===== config.mk =====
export PLATFORM = sky130hd
export DESIGN_NAME = ewh_bus_ctrl
export DESIGN_NICKNAME = d
export VERILOG_FILES = /design/src/ewh_pkg.sv /design/src/ewh_sync_if.sv /design/src/ewh_pin_sync.sv /design/src/ewh_bus_ctrl.sv
export SDC_FILE = /design/constraint.sdc
export NUM_CORES = 1
export LEC_CHECK = 0
export ABC_AREA = 1
export BUFFER_PORTS_ARGS = -buffer_cell sky130_fd_sc_hd__buf_2
export CAP_MARGIN = 20
export CORE_MARGIN = 5
export CORE_UTILIZATION = 45
export DETAILED_ROUTE_END_ITERATION = 7
export HOLD_SLACK_MARGIN = 0.08
export PLACE_DENSITY = 0.81
export SYNTH_ARGS = -nofsm -noshare
export SYNTH_HDL_FRONTEND = slang
export SYNTH_SLANG_ARGS = --single-unit

===== constraint.sdc =====
create_clock -name mclk -period 2.2 [get_ports mclk]
set_clock_uncertainty 0.2 [all_clocks]
set_input_delay 0.22 -clock mclk [delete_from_list [all_inputs] [get_ports mclk]]
set_output_delay 0.22 -clock mclk [all_outputs]
set_load 0.01 [all_outputs]

===== src/ewh_pkg.sv =====
// constants and types for the external bus wait and hold controller
package ewh_pkg;
	localparam int          EWH_ADDR_W       = 23;
	localparam int          EWH_EXT_LSB      = 16;
	localparam int          EWH_SWS_W        = 3;
	localparam int          EWH_DATA_W       = 16;
	localparam logic [2:0]  EWH_MIN_SWS      = 3'h2;
	localparam logic [1:0]  EWH_HOLD_MIN_CYC = 2'h1;
	localparam logic [1:0]  EWH_SP_PROG      = 2'h0;
	localparam logic [1:0]  EWH_SP_DATA      = 2'h1;
	localparam logic [1:0]  EWH_SP_IO        = 2'h2;
	localparam logic [22:0] EWH_ADDR_RST     = 23'h00_0000;
	typedef enum logic [2:0] {EWH_IDLE, EWH_SETUP, EWH_SWAIT, EWH_RWAIT, EWH_END,
		EWH_HOLD, EWH_REDRIVE} ewh_state_t;
endpackage


===== src/ewh_sync_if.sv =====
// carrier for synchronised pin levels between sampler and controller
interface ewh_sync_if;
	logic ready_s;
	logic hold_req_s;
	modport src (output ready_s, output hold_req_s);
	modport dst (input ready_s, input hold_req_s);
endinterface


===== src/ewh_pin_sync.sv =====
// three-stage pin synchroniser with second/third agreement filter
module ewh_pin_sync (
	input  wire logic mclk,       // system clock
	input  wire logic rst,        // async reset, high
	input  wire logic ce,         // clock enable
	input  wire logic ready_pin,  // external ready
	input  wire logic hold_req_n, // external hold request, low
	ewh_sync_if.src   so          // filtered levels
);
	logic [2:0] rdy_reg;
	logic [2:0] hld_reg;
	logic       rdy_q_reg;
	logic       hld_q_reg;
	wire        rdy_agree = (rdy_reg[1] == rdy_reg[2]);
	wire        hld_agree = (hld_reg[1] == hld_reg[2]);
	always_ff @(posedge mclk or posedge rst) begin
		if (rst) begin
			rdy_reg   <= 3'h0;
			hld_reg   <= 3'h0;
			rdy_q_reg <= 1'b0;
			hld_q_reg <= 1'b0;
		end else if (ce) begin
			rdy_reg <= {rdy_reg[1:0], ready_pin};
			hld_reg <= {hld_reg[1:0], ~hold_req_n};
			if (rdy_agree)
				rdy_q_reg <= rdy_reg[2];
			if (hld_agree)
				hld_q_reg <= hld_reg[2];
		end
	end
	assign so.ready_s    = rdy_q_reg;
	assign so.hold_req_s = hld_q_reg;
endmodule


===== src/ewh_bus_ctrl.sv =====
// external bus cycle control with ready wait states and bus hold
// Summary of operation
// RULE1 - ready adds wait states only with at least two software waits
// RULE2 - ready is not sampled before the software waits have elapsed
// RULE3 - ready and hold request are sampled on the clock after synchronising
// RULE4 - a granted hold floats address, selects, read/write and strobes
// RULE5 - hold grant goes low to give the bus, high to take it back
// RULE6 - the external master holds its request low over two clock cycles
// RULE7 - hold grant stays low for at least one full clock cycle
// RULE8 - upper address bits carry dma addresses, core ones only in program space
// RULE9 - after hold, grant rises and the bus is re-driven before new cycles
// RULE10 - address, selects, read/write and strobe stay stable through waits
module ewh_bus_ctrl
	import ewh_pkg::*;
#(
	parameter int ADDR_W = EWH_ADDR_W,
	parameter int SWS_W  = EWH_SWS_W
) (
	input  wire logic              mclk,          // system clock, 40 MHz
	input  wire logic              rst,           // async reset, high
	input  wire logic              ce,            // clock enable
	input  wire logic              req_valid,     // start a bus cycle
	input  wire logic              req_write,     // 1 write, 0 read
	input  wire logic [1:0]        req_space,     // program, data or io
	input  wire logic              req_dma,       // cycle issued by dma
	input  wire logic [ADDR_W-1:0] req_addr,      // full address
	input  wire logic [SWS_W-1:0]  req_sws,       // software wait states
	input  wire logic              ready_pin,     // external ready
	input  wire logic              hold_req_n,    // hold request, low
	output logic                   req_ready,     // request taken
	output logic                   cyc_done,      // cycle finished pulse
	output logic [ADDR_W-1:0]      addr_o,        // address out
	output logic                   addr_oe,       // address/select enable
	output logic                   program_space_sel_n, // program select
	output logic                   data_space_sel_n,    // data select
	output logic                   io_space_sel_n,      // io select
	output logic                   rw_o,          // 1 read, 0 write
	output logic                   rw_oe,         // read/write enable
	output logic                   mem_strobe_n,  // memory strobe
	output logic                   io_strobe_n,   // io strobe
	output logic                   strb_oe,       // strobe enable
	output logic                   bus_hold_grant_n, // hold grant, low
	output logic                   micro_state_complete // low in last state
);
	localparam int EXT_W = ADDR_W - EWH_EXT_LSB;

	ewh_sync_if sync_if ();

	logic              ready_s;
	logic              hold_s;

	ewh_state_t        state_reg;
	ewh_state_t        state_next;
	logic [SWS_W-1:0]  sws_reg;
	logic [SWS_W-1:0]  sws_next;
	logic [SWS_W-1:0]  wcnt_reg;
	logic [SWS_W-1:0]  wcnt_next;
	logic [1:0]        hcnt_reg;
	logic [1:0]        hcnt_next;
	logic              write_reg;
	logic              write_next;
	logic              io_reg;
	logic              io_next;
	logic [1:0]        space_reg;
	logic [1:0]        space_next;
	logic [ADDR_W-1:0] addr_reg;
	logic [ADDR_W-1:0] addr_next;

	logic              req_ready_reg;
	logic              cyc_done_reg;
	logic              bus_oe_reg;
	logic              prog_sel_n_reg;
	logic              data_sel_n_reg;
	logic              io_sel_n_reg;
	logic              rw_reg;
	logic              mem_strb_n_reg;
	logic              io_strb_n_reg;
	logic              grant_n_reg;
	logic              msc_reg;

	// RULE8 extended address gating
	function automatic logic [ADDR_W-1:0] ext_addr(
		input logic [ADDR_W-1:0] addr,
		input logic              dma,
		input logic [1:0]        space
	);
		logic [ADDR_W-1:0] res;
		res = addr;
		if (!dma && space != EWH_SP_PROG) begin
			res[ADDR_W-1:EWH_EXT_LSB] = {EXT_W{1'b0}};
		end
		return res;
	endfunction

	// cycle in flight towards one space
	function automatic logic space_hit(
		input ewh_state_t st,
		input logic [1:0] space,
		input logic [1:0] code
	);
		logic busy;
		busy = (st == EWH_SETUP) || (st == EWH_SWAIT) || (st == EWH_RWAIT) || (st == EWH_END);
		return busy && (space == code);
	endfunction

	// RULE3 pin sampling and filtering
	ewh_pin_sync sync_u (
		.mclk       (mclk),
		.rst        (rst),
		.ce         (ce),
		.ready_pin  (ready_pin),
		.hold_req_n (hold_req_n),
		.so         (sync_if)
	);

	assign ready_s = sync_if.ready_s;
	assign hold_s  = sync_if.hold_req_s;

	wire              take_req    = req_valid && req_ready_reg;
	wire              is_io_req   = (req_space == EWH_SP_IO);
	wire [ADDR_W-1:0] req_addr_x  = ext_addr(req_addr, req_dma, req_space);
	// RULE1 ready needs two software waits
	wire              ready_used  = (sws_reg >= SWS_W'(EWH_MIN_SWS));
	wire              sws_last    = (wcnt_reg == SWS_W'(1));
	wire              hold_min_ok = (hcnt_reg == 2'h0);

	wire              next_strobe = (state_next == EWH_SWAIT) || (state_next == EWH_RWAIT) ||
		(state_next == EWH_END);
	wire              next_cyc    = next_strobe || (state_next == EWH_SETUP);
	wire              next_hold   = (state_next == EWH_HOLD);
	wire              next_idle   = (state_next == EWH_IDLE);
	wire              next_last   = (state_next == EWH_END);

	wire              req_ready_next  = next_idle && !hold_s;
	wire              cyc_done_next   = (state_reg == EWH_END);
	// RULE4 float bus during hold
	wire              bus_oe_next     = !next_hold;
	// RULE5 grant low while held
	wire              grant_n_next    = !next_hold;
	wire              prog_sel_n_next = !space_hit(state_next, space_next, EWH_SP_PROG);
	wire              data_sel_n_next = !space_hit(state_next, space_next, EWH_SP_DATA);
	wire              io_sel_n_next   = !space_hit(state_next, space_next, EWH_SP_IO);
	wire              rw_next         = !(next_cyc && write_next);
	// RULE10 strobe held through waits
	wire              mem_strb_n_next = !(next_strobe && !io_next);
	wire              io_strb_n_next  = !(next_strobe && io_next);
	wire              msc_next        = !next_last;

	always_comb begin
		state_next = state_reg;
		sws_next   = sws_reg;
		wcnt_next  = wcnt_reg;
		hcnt_next  = hcnt_reg;
		write_next = write_reg;
		io_next    = io_reg;
		space_next = space_reg;
		addr_next  = addr_reg;
		case (state_reg)
			EWH_IDLE: begin
				// RULE10 fields latched once per cycle
				if (take_req) begin
					state_next = EWH_SETUP;
					sws_next   = req_sws;
					write_next = req_write;
					io_next    = is_io_req;
					space_next = req_space;
					addr_next  = req_addr_x;
				end else if (hold_s) begin
					state_next = EWH_HOLD;
					hcnt_next  = EWH_HOLD_MIN_CYC;
				end
			end
			EWH_SETUP: begin
				wcnt_next = sws_reg;
				if (sws_reg == '0) begin
					state_next = EWH_END;
				end else begin
					state_next = EWH_SWAIT;
				end
			end
			EWH_SWAIT: begin
				wcnt_next = wcnt_reg - SWS_W'(1);
				// RULE2 ready seen after last wait
				if (sws_last) begin
					if (ready_used && !ready_s) begin
						state_next = EWH_RWAIT;
					end else begin
						state_next = EWH_END;
					end
				end
			end
			EWH_RWAIT: begin
				if (ready_s) begin
					state_next = EWH_END;
				end
			end
			EWH_END: begin
				state_next = EWH_IDLE;
			end
			EWH_HOLD: begin
				// RULE7 minimum grant time
				if (!hold_min_ok) begin
					hcnt_next = hcnt_reg - 2'h1;
				end else if (!hold_s) begin
					state_next = EWH_REDRIVE;
				end
			end
			EWH_REDRIVE: begin
				// RULE9 re-drive before next cycle
				state_next = EWH_IDLE;
			end
			default: begin
				state_next = EWH_IDLE;
			end
		endcase
	end

	always_ff @(posedge mclk or posedge rst) begin
		if (rst) begin
			state_reg <= EWH_IDLE;
			sws_reg   <= '0;
			wcnt_reg  <= '0;
			hcnt_reg  <= 2'h0;
			write_reg <= 1'b0;
			io_reg    <= 1'b0;
			space_reg <= EWH_SP_PROG;
			addr_reg  <= ADDR_W'(EWH_ADDR_RST);
		end else if (ce) begin
			state_reg <= state_next;
			sws_reg   <= sws_next;
			wcnt_reg  <= wcnt_next;
			hcnt_reg  <= hcnt_next;
			write_reg <= write_next;
			io_reg    <= io_next;
			space_reg <= space_next;
			addr_reg  <= addr_next;
		end
	end

	always_ff @(posedge mclk or posedge rst) begin
		if (rst) begin
			req_ready_reg  <= 1'b0;
			cyc_done_reg   <= 1'b0;
			bus_oe_reg     <= 1'b1;
			prog_sel_n_reg <= 1'b1;
			data_sel_n_reg <= 1'b1;
			io_sel_n_reg   <= 1'b1;
			rw_reg         <= 1'b1;
			mem_strb_n_reg <= 1'b1;
			io_strb_n_reg  <= 1'b1;
			grant_n_reg    <= 1'b1;
			msc_reg        <= 1'b1;
		end else if (ce) begin
			req_ready_reg  <= req_ready_next;
			cyc_done_reg   <= cyc_done_next;
			bus_oe_reg     <= bus_oe_next;
			prog_sel_n_reg <= prog_sel_n_next;
			data_sel_n_reg <= data_sel_n_next;
			io_sel_n_reg   <= io_sel_n_next;
			rw_reg         <= rw_next;
			mem_strb_n_reg <= mem_strb_n_next;
			io_strb_n_reg  <= io_strb_n_next;
			grant_n_reg    <= grant_n_next;
			msc_reg        <= msc_next;
		end
	end

	assign req_ready            = req_ready_reg;
	assign cyc_done             = cyc_done_reg;
	assign addr_o               = addr_reg;
	assign addr_oe              = bus_oe_reg;
	assign rw_oe                = bus_oe_reg;
	assign strb_oe              = bus_oe_reg;
	assign program_space_sel_n  = prog_sel_n_reg;
	assign data_space_sel_n     = data_sel_n_reg;
	assign io_space_sel_n       = io_sel_n_reg;
	assign rw_o                 = rw_reg;
	assign mem_strobe_n         = mem_strb_n_reg;
	assign io_strobe_n          = io_strb_n_reg;
	assign bus_hold_grant_n     = grant_n_reg;
	assign micro_state_complete = msc_reg;
endmodule


# After elaboration in Yosys (flattened, before gate mapping)
# Cells that the tools add are included.
# op_classes
add_sub_neg,2
n_lt_le_gt_ge,1
eq_ne,19
mux,21
n_bitwise,1
n_reduce_logical,41
# ops
operator,count
3-bit two-way mux,8
3-bit case mux with 5 select lines,1
"3-bit by 2-bit equality test with 1-bit output, second input constant",4
"3-bit equality test, second input constant",4
1-bit zero test,12
1-bit logical AND,10
2-bit two-way mux,5
"3-bit by 1-bit equality test with 1-bit output, second input constant",3
3-bit zero test,3
7-bit two-way mux,1
1-bit logical OR,6
3-bit case mux with 2 select lines,1
2-bit AND reduction,3
2-bit nonzero test,3
5-bit AND reduction,1
"2-bit equality test, second input constant",2
2-bit zero test,2
1-bit two-way mux,4
"2-bit != test, second input constant",2
2-bit case mux with 2 select lines,1
"3-bit by 2-bit greater-or-equal comparator with 1-bit output, second input constant",1
3-bit AND reduction,1
"3-bit by 1-bit subtractor with 3-bit output, second input constant",1
1-bit equality test,2
other kinds (4),4
# word_totals
ff_bits,56
in_bits,36

# Longest topological paths before layout
# Gate-level depths: netlist of run 1.
# depth
ltp_word,11
mapped_depth,12
ltp_nobuf,12

# By module
# A second synthesis of run 1 with hierarchy kept.
# unflattened
hier_cells,284
area_unflattened_um2,2606.2
# modules_own_cells
mod,instances,cells_each,area_each_um2
ewh_bus_ctrl,1,242,2265.9
ewh_pin_sync,1,42,340.3

# Worst setup path after synthesis of run 1
# No wires, ideal clock.
# synth_timing
kind,flip-flop to flip-flop
start,register wcnt_reg[1]
end,register prog_sel_n_reg (netlist: program_space_sel_n)
setup_ns,0.083
arrival_ns,1.308
required_ns,1.917
slack_ns,0.609
path_stages_with_launch,12
path_buffers,0
cell_sequence,dfrtp_1 inv_1 ha_1 inv_1 nor2_1 nand2_1 nand2_1 nand3_2 nor2_1 nand2_1 nand2_1 a21oi_1
# synth_between
elab_chain_cells,9
word_cells_on_any_way,12
# synth_lines
element,line_no,text
from (decl),ewh_bus_ctrl.sv:56,logic [SWS_W-1:0] wcnt_reg;
from (signal assigned),ewh_bus_ctrl.sv:231,wcnt_reg <= wcnt_next;
3-bit by 1-bit equality test with 1-bit output *,ewh_bus_ctrl.sv:124,wire sws_last = (wcnt_reg == SWS_W'(1));
3-bit two-way mux *,ewh_bus_ctrl.sv:184,if (sws_last) begin
3-bit case mux with 5 select lines *,ewh_bus_ctrl.sv:158,case (state_reg)
3-bit by 1-bit equality test with 1-bit output or 3-bit by 2-bit equality test with 1-bit output (tied branches),ewh_bus_ctrl.sv:102,busy = (st == EWH_SETUP) || (st == EWH_SWAIT) || (st == EWH_RWAIT) || (st == EWH_END);
1-bit logical OR (2 in a row),ewh_bus_ctrl.sv:102,
1-bit logical OR *,ewh_bus_ctrl.sv:102,
1-bit logical AND *,ewh_bus_ctrl.sv:103,return busy && (space == code);
1-bit zero test *,ewh_bus_ctrl.sv:140,"wire prog_sel_n_next = !space_hit(state_next, space_next, EWH_SP_PROG);"
to (signal assigned),ewh_bus_ctrl.sv:257,prog_sel_n_reg <= prog_sel_n_next;
to (decl),ewh_bus_ctrl.sv:72,logic prog_sel_n_reg;
# Every way passes the cells marked *; elsewhere a longest branch is shown, timed or not.
# A chain may end at the register's enable or synchronous reset.

# Final worst setup path of run 1
# layout_timing
start,register state_reg[0]
end,register rw_reg (netlist: rw_o)
# layout_between
elab_chain_cells,9
word_cells_on_any_way,22
# layout_lines
element,line_no,text
from (decl),ewh_bus_ctrl.sv:52,ewh_state_t state_reg;
from (signal assigned),ewh_bus_ctrl.sv:229,state_reg <= state_next;
"3-bit two-way mux, on equally long branches","ewh_bus_ctrl.sv:204, ewh_bus_ctrl.sv:168",
"3-bit two-way mux, on equally long branches","ewh_bus_ctrl.sv:202, ewh_bus_ctrl.sv:161",
3-bit case mux with 5 select lines,ewh_bus_ctrl.sv:158,
3-bit by 2-bit equality test with 1-bit output,ewh_bus_ctrl.sv:127,wire next_strobe = (state_next == EWH_SWAIT) || (state_next == EWH_RWAIT) ||
1-bit logical OR (2 in a row),ewh_bus_ctrl.sv:127,
1-bit logical OR,ewh_bus_ctrl.sv:129,wire next_cyc = next_strobe || (state_next == EWH_SETUP);
1-bit logical AND *,ewh_bus_ctrl.sv:143,wire rw_next = !(next_cyc && write_next);
1-bit zero test *,ewh_bus_ctrl.sv:143,
to (signal assigned),ewh_bus_ctrl.sv:260,rw_reg <= rw_next;
to (decl),ewh_bus_ctrl.sv:75,logic rw_reg;
# Marked as above.

==> results.sh, run 1 <==
export IMPL_start_util_pct=46.79
export IMPL_setup_viol=0
export IMPL_clkLatencyLatePin_ps=310
export IMPL_routedWlPerCell_um=13.19
export IMPL_die_area_um2=7379
export IMPL_cp_required_ps=2240
export IMPL_dr_pass1_iters=4
export IMPL_fillers=473
export IMPL_grt_first_pass_wirelength_um=11440
export IMPL_gr_usage_met3_pct=4.611
export IMPL_hold_end="addr_o[19]$_DFFE_PP0P_"
export IMPL_viasPerCell=4.930
export IMPL_relSlewSlack_pct=55.07
export IMPL_drt_iter0_drc=226
export IMPL_cts_tree="built"
export IMPL_synthTopCellsByCount="nand2_1 (122), dfrtp_1 (48), nor2_1 (35)"
export IMPL_slew_viol_final=0
export IMPL_synth_edff_count=0
export IMPL_synthesis_area_um2=2592
export IMPL_netlist_instances=323
export IMPL_yosysUniqueCellTypes=29
export IMPL_min_period_ps=1926
export IMPL_status="finished, final reports clean"
export IMPL_wl_um=6580
export IMPL_clk_pin_slew_ps=90
export IMPL_synth_seq_area_share_pct=54.44
export IMPL_synth_area_leader_cell="dfrtp_1"
export IMPL_end_kind="register"
export IMPL_busiest_layer="met2"
export IMPL_postCtsSetupBuffers=0
export IMPL_vias=2460
export IMPL_worstMarginPinSlew_ps=674.0
export IMPL_ys_warn_count=0
export IMPL_fmax_mhz=519.3
export IMPL_grt_pass1_vias=2526
export IMPL_hp_start="req_dma"
export IMPL_final_setup_tns_ps=0
export IMPL_maxCapViolCount=0
export IMPL_area_growth_pct=32.72
export IMPL_ys_ff_latch=56
export IMPL_netlist_top_cells_area="dfrtp_1 (46%), nand2_1 (18%), dfstp_2 (8.1%)"
export IMPL_ff2ff_setup_slack_ps=270
export IMPL_cts_root_buf="clkbuf_8"
export IMPL_arrival_ps=1960
export IMPL_antenna_found_initial=0
export IMPL_p_per_area_nw_per_um2=1168
export IMPL_grt_max_degree=57
export IMPL_crit_type="register to register"
export IMPL_synthArstFlopShare_pct=100.0
export IMPL_synth_ff_type="dfrtp_1"
export IMPL_numPortBuffers=71
export IMPL_htree_levels=2
export IMPL_rsz0062_at_grt="false"
export IMPL_netlist_area_leader_share_pct=46.33
export IMPL_die_x_um=85.90
export IMPL_core_area_um2=5540
export IMPL_cts_buffers=5
export IMPL_ir_drop_mv=0.6656
export IMPL_grt_overflow=0
export IMPL_regArea_um2=1411
export IMPL_r2r_end="rw_o$_DFFE_PP1P_"
export IMPL_ioPinCount=72
export IMPL_drc=0
export IMPL_synth_most_common_cell="nand2_1"
export IMPL_worstReg2RegStart="state_reg[0]$_DFFE_PP0P_"
export IMPL_cp_max_fo=24
export IMPL_fp_dieH_um=85.90
export IMPL_syn_nets=362
export IMPL_met1_usage_pct=24.09
export IMPL_n_antenna_cell=0
export IMPL_rr_worst_depth=8
export IMPL_largest_reg_flops=23
export IMPL_use_met2_pct=32.38
export IMPL_cts_buffer_depth=2
export IMPL_dp_hpwl_um=4327
export IMPL_holdPathStages=4
export IMPL_layout_drive_gt1_share_pct=22.72
export IMPL_rows=27
export IMPL_multi_input_area_um2=1025
export IMPL_clock_sinks=56
export IMPL_critPathLaunchType="register"
export IMPL_min_path_type="primary input to register"
export IMPL_finalCritPeriodShare_pct=87.52
export IMPL_grt_total_usage_pct=19.07
export IMPL_synth_avg_cell_area_um2=8.026
export IMPL_finalHoldViolCount=0
export IMPL_drtAntennaViolNets=0
export IMPL_cellLeakagePower_nw=1.814
export IMPL_fin_util_pct=62.10
export IMPL_gp_congestion=0.8686
export IMPL_cts_resized=0
export IMPL_layout_nets=465
[cells in the final DEF, fill, tap and decap left out, drive strengths merged]
master / count
nor3b: 1
dfstp: 8
nand4: 1
o22ai: 1
nor3: 4
nor2: 37
o211ai: 2
nand2: 123
bufinv: 1
o21bai: 1
o31ai: 1
a31oi: 1
buf: 74
a21oi: 11
o21a: 1
ha: 3
clkbuf: 7
dlygate4sd3: 34
dfrtp: 48
and2: 1
nand3: 14
xnor2: 1
o21ai: 28
inv: 24
[logic make-up (layout without fill, tap and decap cells)]
group,after synthesis,after routing,share of synthesized area [%]
XOR/XNOR,1,1,0.3379
AND/OR/NAND/NOR,181,181,28.28
adder cells (fa/ha/maj),3,3,1.448
flip-flops,56,56,54.44
AO/OA/AOI/OAI,46,46,9.460
buffers and inverters,36,140,6.033
[layout make-up]
type	instances	area share, %
clock buffer	7	2.218
clock inverter	1	0.8727
inverter	24	2.618
multi-input combinational	231	29.78
sequential	56	41.02
tap	72	2.618
timing repair buffer	108	20.87
[timing repair]
item	in CTS	in global routing
hold buffers	34	0
endpoints found under the hold margin	82	0
setup endpoints to repair	0	0
[worst max-delay path: stages (launching register included)]
cell	delay, ps
dfrtp_1	470
inv_2	130
nand3_1	130
nor2_2	230
nand2_2	90
inv_2	310
nand2_1	110
o21ai_0	100
a21oi_1	90
[metrics by stage]
step                      total power [W]  cells  instance area, um^2  worst slack [ps]  hold slack (ps)
after floorplan                  0.002751    323                 2592             422.0            129.6
after global placement           0.003235    457                 2994             399.4            214.1
after detailed placement         0.003305    457                 2994             314.2            216.4
after CTS                        0.004021    499                 3441             288.5            253.3
after global routing             0.004346    499                 3441             78.57            307.1
final                            0.004019    499                 3441             274.5            256.8
[report_power, final]
| part | leakage, nW | internal (W) | total, W | switching [W] |
|---|---|---|---|---|
| Clock | 0.0524 | 0.000341 | 0.000665 | 0.000324 |
| Sequential | 0.690 | 0.00144 | 0.00168 | 0.000239 |
| Combinational | 1.07 | 0.000640 | 0.00168 | 0.00104 |
[metal layers]
| layer | vias to the layer above | wire (um) |
|---|---|---|
| met2 | 93 | 3165 |
| met1 | 1128 | 2820 |
| met5 | - | 0 |
| met4 | 0 | 144 |
| met3 | 19 | 449 |
| li1 | 1220 | - |
[worst max-delay path by stage]
stage	from	end	slack, ps	depth (start not counted)
after floorplan	rst	addr_o[0]$_DFFE_PP0P_	420	1
after global placement	state_reg[2]$_DFFE_PP0P_	rw_o$_DFFE_PP1P_	400	8
after global routing	state_reg[2]$_DFFE_PP0P_	rw_o$_DFFE_PP1P_	80	8
after CTS	state_reg[0]$_DFFE_PP0P_	rw_o$_DFFE_PP1P_	290	8
final	state_reg[0]$_DFFE_PP0P_	rw_o$_DFFE_PP1P_	270	8
after detailed placement	state_reg[2]$_DFFE_PP0P_	rw_o$_DFFE_PP1P_	310	8
Note: power is estimated with default switching activity, not from simulation.
==> inputs of run 2 (changes only) <==
--- a/config.mk
+++ b/config.mk
@@ -5,7 +5,7 @@
 export SDC_FILE = /design/constraint.sdc
 export NUM_CORES = 1
 export LEC_CHECK = 0
-export ABC_AREA = 1
+export ABC_AREA = 0
 export BUFFER_PORTS_ARGS = -buffer_cell sky130_fd_sc_hd__buf_2
 export CAP_MARGIN = 20
 export CORE_MARGIN = 5
==> constraint.sdc (replaced) <==
create_clock -name mclk -period 1.9 [get_ports mclk]
set_clock_uncertainty 0.2 [all_clocks]
set_input_delay 0.19 -clock mclk [delete_from_list [all_inputs] [get_ports mclk]]
set_output_delay 0.19 -clock mclk [all_outputs]
set_load 0.01 [all_outputs]
==> run 2 against run 1 <==
The run now ends with negative setup slack left. Clock power is 1% higher. Power increased by 37%. Register-to-register slack worse by 560 ps. Flip-flop and latch count unchanged. Critical path type unchanged. Largest cell class unchanged. Highest routed layer unchanged.
==> results.sh, run 2 <==
export IMPL_status="finished, violations left"
export IMPL_violations="negative setup slack"
export IMPL_crit_type="register to register"
export IMPL_grt_overflow=0
export IMPL_final_cells=431
export IMPL_arrival_ps=2240
export IMPL_dp_cells=390
export IMPL_ys_ff_latch=56
export IMPL_netlist_top_cells_area="dfrtp_1 (46%), mux2_2 (13%), dfstp_2 (8.1%)"
export IMPL_grt_first_pass_wirelength_um=11990
export IMPL_synthArstFlopShare_pct=100.0
export IMPL_p_per_area_nw_per_um2=1476
export IMPL_fmax_mhz=457.9
export IMPL_grt_max_degree=37
export IMPL_dr_pass1_iters=4
export IMPL_gp_congestion=0.7997
export IMPL_fillers=398
export IMPL_crit_start="wcnt_reg[1]$_DFFE_PP0P_"
export IMPL_cp_max_fo=4
export IMPL_worstReg2RegStart="wcnt_reg[1]$_DFFE_PP0P_"
export IMPL_dp_hpwl_um=4532
export IMPL_clk_pin_slew_ps=110
export IMPL_synthesis_area_um2=2601
export IMPL_start_util_pct=46.67
export IMPL_routedWlPerCell_um=17.24
export IMPL_netlist_area_leader_share_pct=46.18
export IMPL_layout_drive_gt1_share_pct=47.35
export IMPL_crit_chain="inv_2 > ha_4 > or2b_4 > a22o_1 > or2_4 > buf_6 > nor4_4 > mux2_4"
export IMPL_synth_most_common_cell="dfrtp_1"
export IMPL_min_period_ps=2184
export IMPL_fp_dieH_um=86.03
export IMPL_die_x_um=86.03
export IMPL_grt_pass1_vias=2470
export IMPL_n_antenna_cell=0
export IMPL_die_area_um2=7401
export IMPL_synthTopCellsByCount="dfrtp_1 (48), mux2_2 (30), nand2_1 (25)"
export IMPL_rows=27
export IMPL_syn_nets=270
export IMPL_critPathLaunchType="register"
export IMPL_relSlewSlack_pct=68.37
export IMPL_htree_levels=2
export IMPL_cellInternalPower_w=0.003381
export IMPL_synth_area_leader_cell="dfrtp_1"
export IMPL_cp_num_buf_inv=2
export IMPL_clkPwrFrac_pct=12.2
export IMPL_cts_buffers=5
export IMPL_numPortBuffers=71
export IMPL_postLayoutCellArea_um2=3742
export IMPL_setup_viol=15
export IMPL_synth_ff_type="dfrtp_1"
export IMPL_worstMarginPinSlew_ps=473.8
export IMPL_layout_nets=397
export IMPL_drtAntennaViolNets=0
export IMPL_finalHoldViolCount=0
export IMPL_drc=0
export IMPL_antenna_found_initial=0
export IMPL_fin_util_pct=67.14
export IMPL_ys_warn_count=0
export IMPL_drt_iter0_drc=139
export IMPL_end_kind="register"
export IMPL_viasPerCell=5.399
export IMPL_slowest_delay_ps=410
export IMPL_setup_slack_ps=-283.7
export IMPL_min_path_type="primary input to register"
export IMPL_cts_root_buf="clkbuf_8"
export IMPL_synth_seq_area_share_pct=54.26
export IMPL_clkLatencyLatePin_ps=320
export IMPL_area_growth_pct=43.87
export IMPL_grt_total_usage_pct=20.75
export IMPL_cp_top_family="simple AND/OR/NAND/NOR gates"
export IMPL_cts_tree="built"
export IMPL_hp_start="ce"
export IMPL_synth_edff_count=0
export IMPL_vias=2327
export IMPL_cts_buffer_depth=2
export IMPL_ioPinCount=72
export IMPL_slew_viol_final=0
export IMPL_ir_drop_mv=0.8370
export IMPL_sw_frac_of_total_pct=38.78
export IMPL_clock_sinks=56
export IMPL_cellLeakagePower_nw=1.741
export IMPL_rsz0062_at_grt="true"
export IMPL_cp_required_ps=1950
export IMPL_largest_reg_flops=23
export IMPL_p_comb_share_pct=50.2
export IMPL_finalCritPeriodShare_pct=114.9
export IMPL_final_cell_mix="buf_2 (71), dfrtp_1 (48), dlygate4sd3_1 (32)"
export IMPL_p_seq_share_pct=37.6
export IMPL_core_area_um2=5574
export IMPL_synth_avg_cell_area_um2=11.26
export IMPL_slowest_stage="dfrtp_1"
export IMPL_netlist_instances=231
export IMPL_power_switching_w=0.002141
export IMPL_maxCapViolCount=0
export IMPL_hold_ws_ps=136.3
export IMPL_wl_um=7431
export IMPL_layout_commonest_cell="buf_2"
export IMPL_placed_cell_area_um2=3233
export IMPL_yosysUniqueCellTypes=49
-- run 2: changes by cell type after synthesis, moves of 6 or more --
cell / change
nand2b_1: +6
nand3_1: -9
o21ai_0: -14
nor2_1: -24
inv_1: -13
mux2_2: +30
nand2_1: -97
-- run 2: worst reg2reg max path: stages (launching register included) --
cell and delay, ps:
dfrtp_1 410, inv_2 80, ha_4 120, or2b_4 290, a22o_1 250, or2_4 260
buf_6 140, nor4_4 190, mux2_4 170
-- run 2: final timing paths --
kind	cells after the start	slack, ps	end
max	8	-280	req_ready$_DFFE_PP0P_
min	3	140	micro_state_complete$_DFFE_PP1P_
max reg2reg	8	-280	req_ready$_DFFE_PP0P_
min reg2reg	1	290	io_space_sel_n$_DFFE_PP1P_
max in group asynchronous	4	640	io_strobe_n$_DFFE_PP1P_
min in group asynchronous	3	220	addr_o[7]$_DFFE_PP0P_
-- run 2: power groups by stage --
stage | clock (W) | sequential, W | combinational [W]
floorplan | 0 | 0.00216 | 0.00122
global placement | 0 | 0.00203 | 0.00225
detailed placement | 0 | 0.00205 | 0.00235
CTS | 0.000679 | 0.00204 | 0.00261
global route | 0.000723 | 0.00214 | 0.00298
finish | 0.000673 | 0.00208 | 0.00277
-- run 2: layout make-up --
cell class | count | area [um^2] | area share [%]
inverter | 8 | 30.03 | 0.8024
multi-input combinational | 153 | 1180 | 31.53
clock inverter | 3 | 21.27 | 0.5684
clock buffer | 5 | 68.82 | 1.839
tap | 72 | 90.09 | 2.407
timing repair buffer | 134 | 940.9 | 25.14
sequential | 56 | 1411 | 37.71
-- run 2: stage by stage --
stage	setup WS (ps)	power, W	setup TNS (ps)
floorplan	-115.8	0.003383	-576.3
global placement	-255.2	0.004279	-2611
detailed placement	-309.8	0.004395	-3771
CTS	-215.9	0.005331	-1661
global route	-353.9	0.005849	-3915
finish	-283.7	0.005522	-2383
-- run 2: timing repair --
action,4_1_cts,5_1_grt
hold endpoints to repair,81,0
resized for setup,14,4
setup endpoints to repair,32,31
pin swaps,3,0
setup buffers,1,0
hold buffers,32,0
-- run 2: logic make-up (layout without fill, tap and decap cells) --
group / after synthesis / after routing / synth area share, %
and+or+nand+nor: 66 / 66 / 13.28
DFF: 56 / 56 / 54.26
AOI/OAI and AO/OA: 54 / 54 / 14.05
muxes: 30 / 30 / 12.99
buffers and inverters: 22 / 150 / 3.992
adders and majority gates: 3 / 3 / 1.443
-- run 2: layer usage --
| layer | vias to the layer above | GRT usage (%) | wire length [um] | share of wire, % |
|---|---|---|---|---|
| met2 | 92 | 35.53 | 3904 | 53 |
| met1 | 1134 | 23.89 | 2847 | 38 |
| li1 | 1072 | - | - | - |
| met4 | 0 | 11.51 | 263 | 3.5 |
| met3 | 29 | 4.611 | 416 | 5.6 |
| met5 | - | 0 | 0 | 0 |
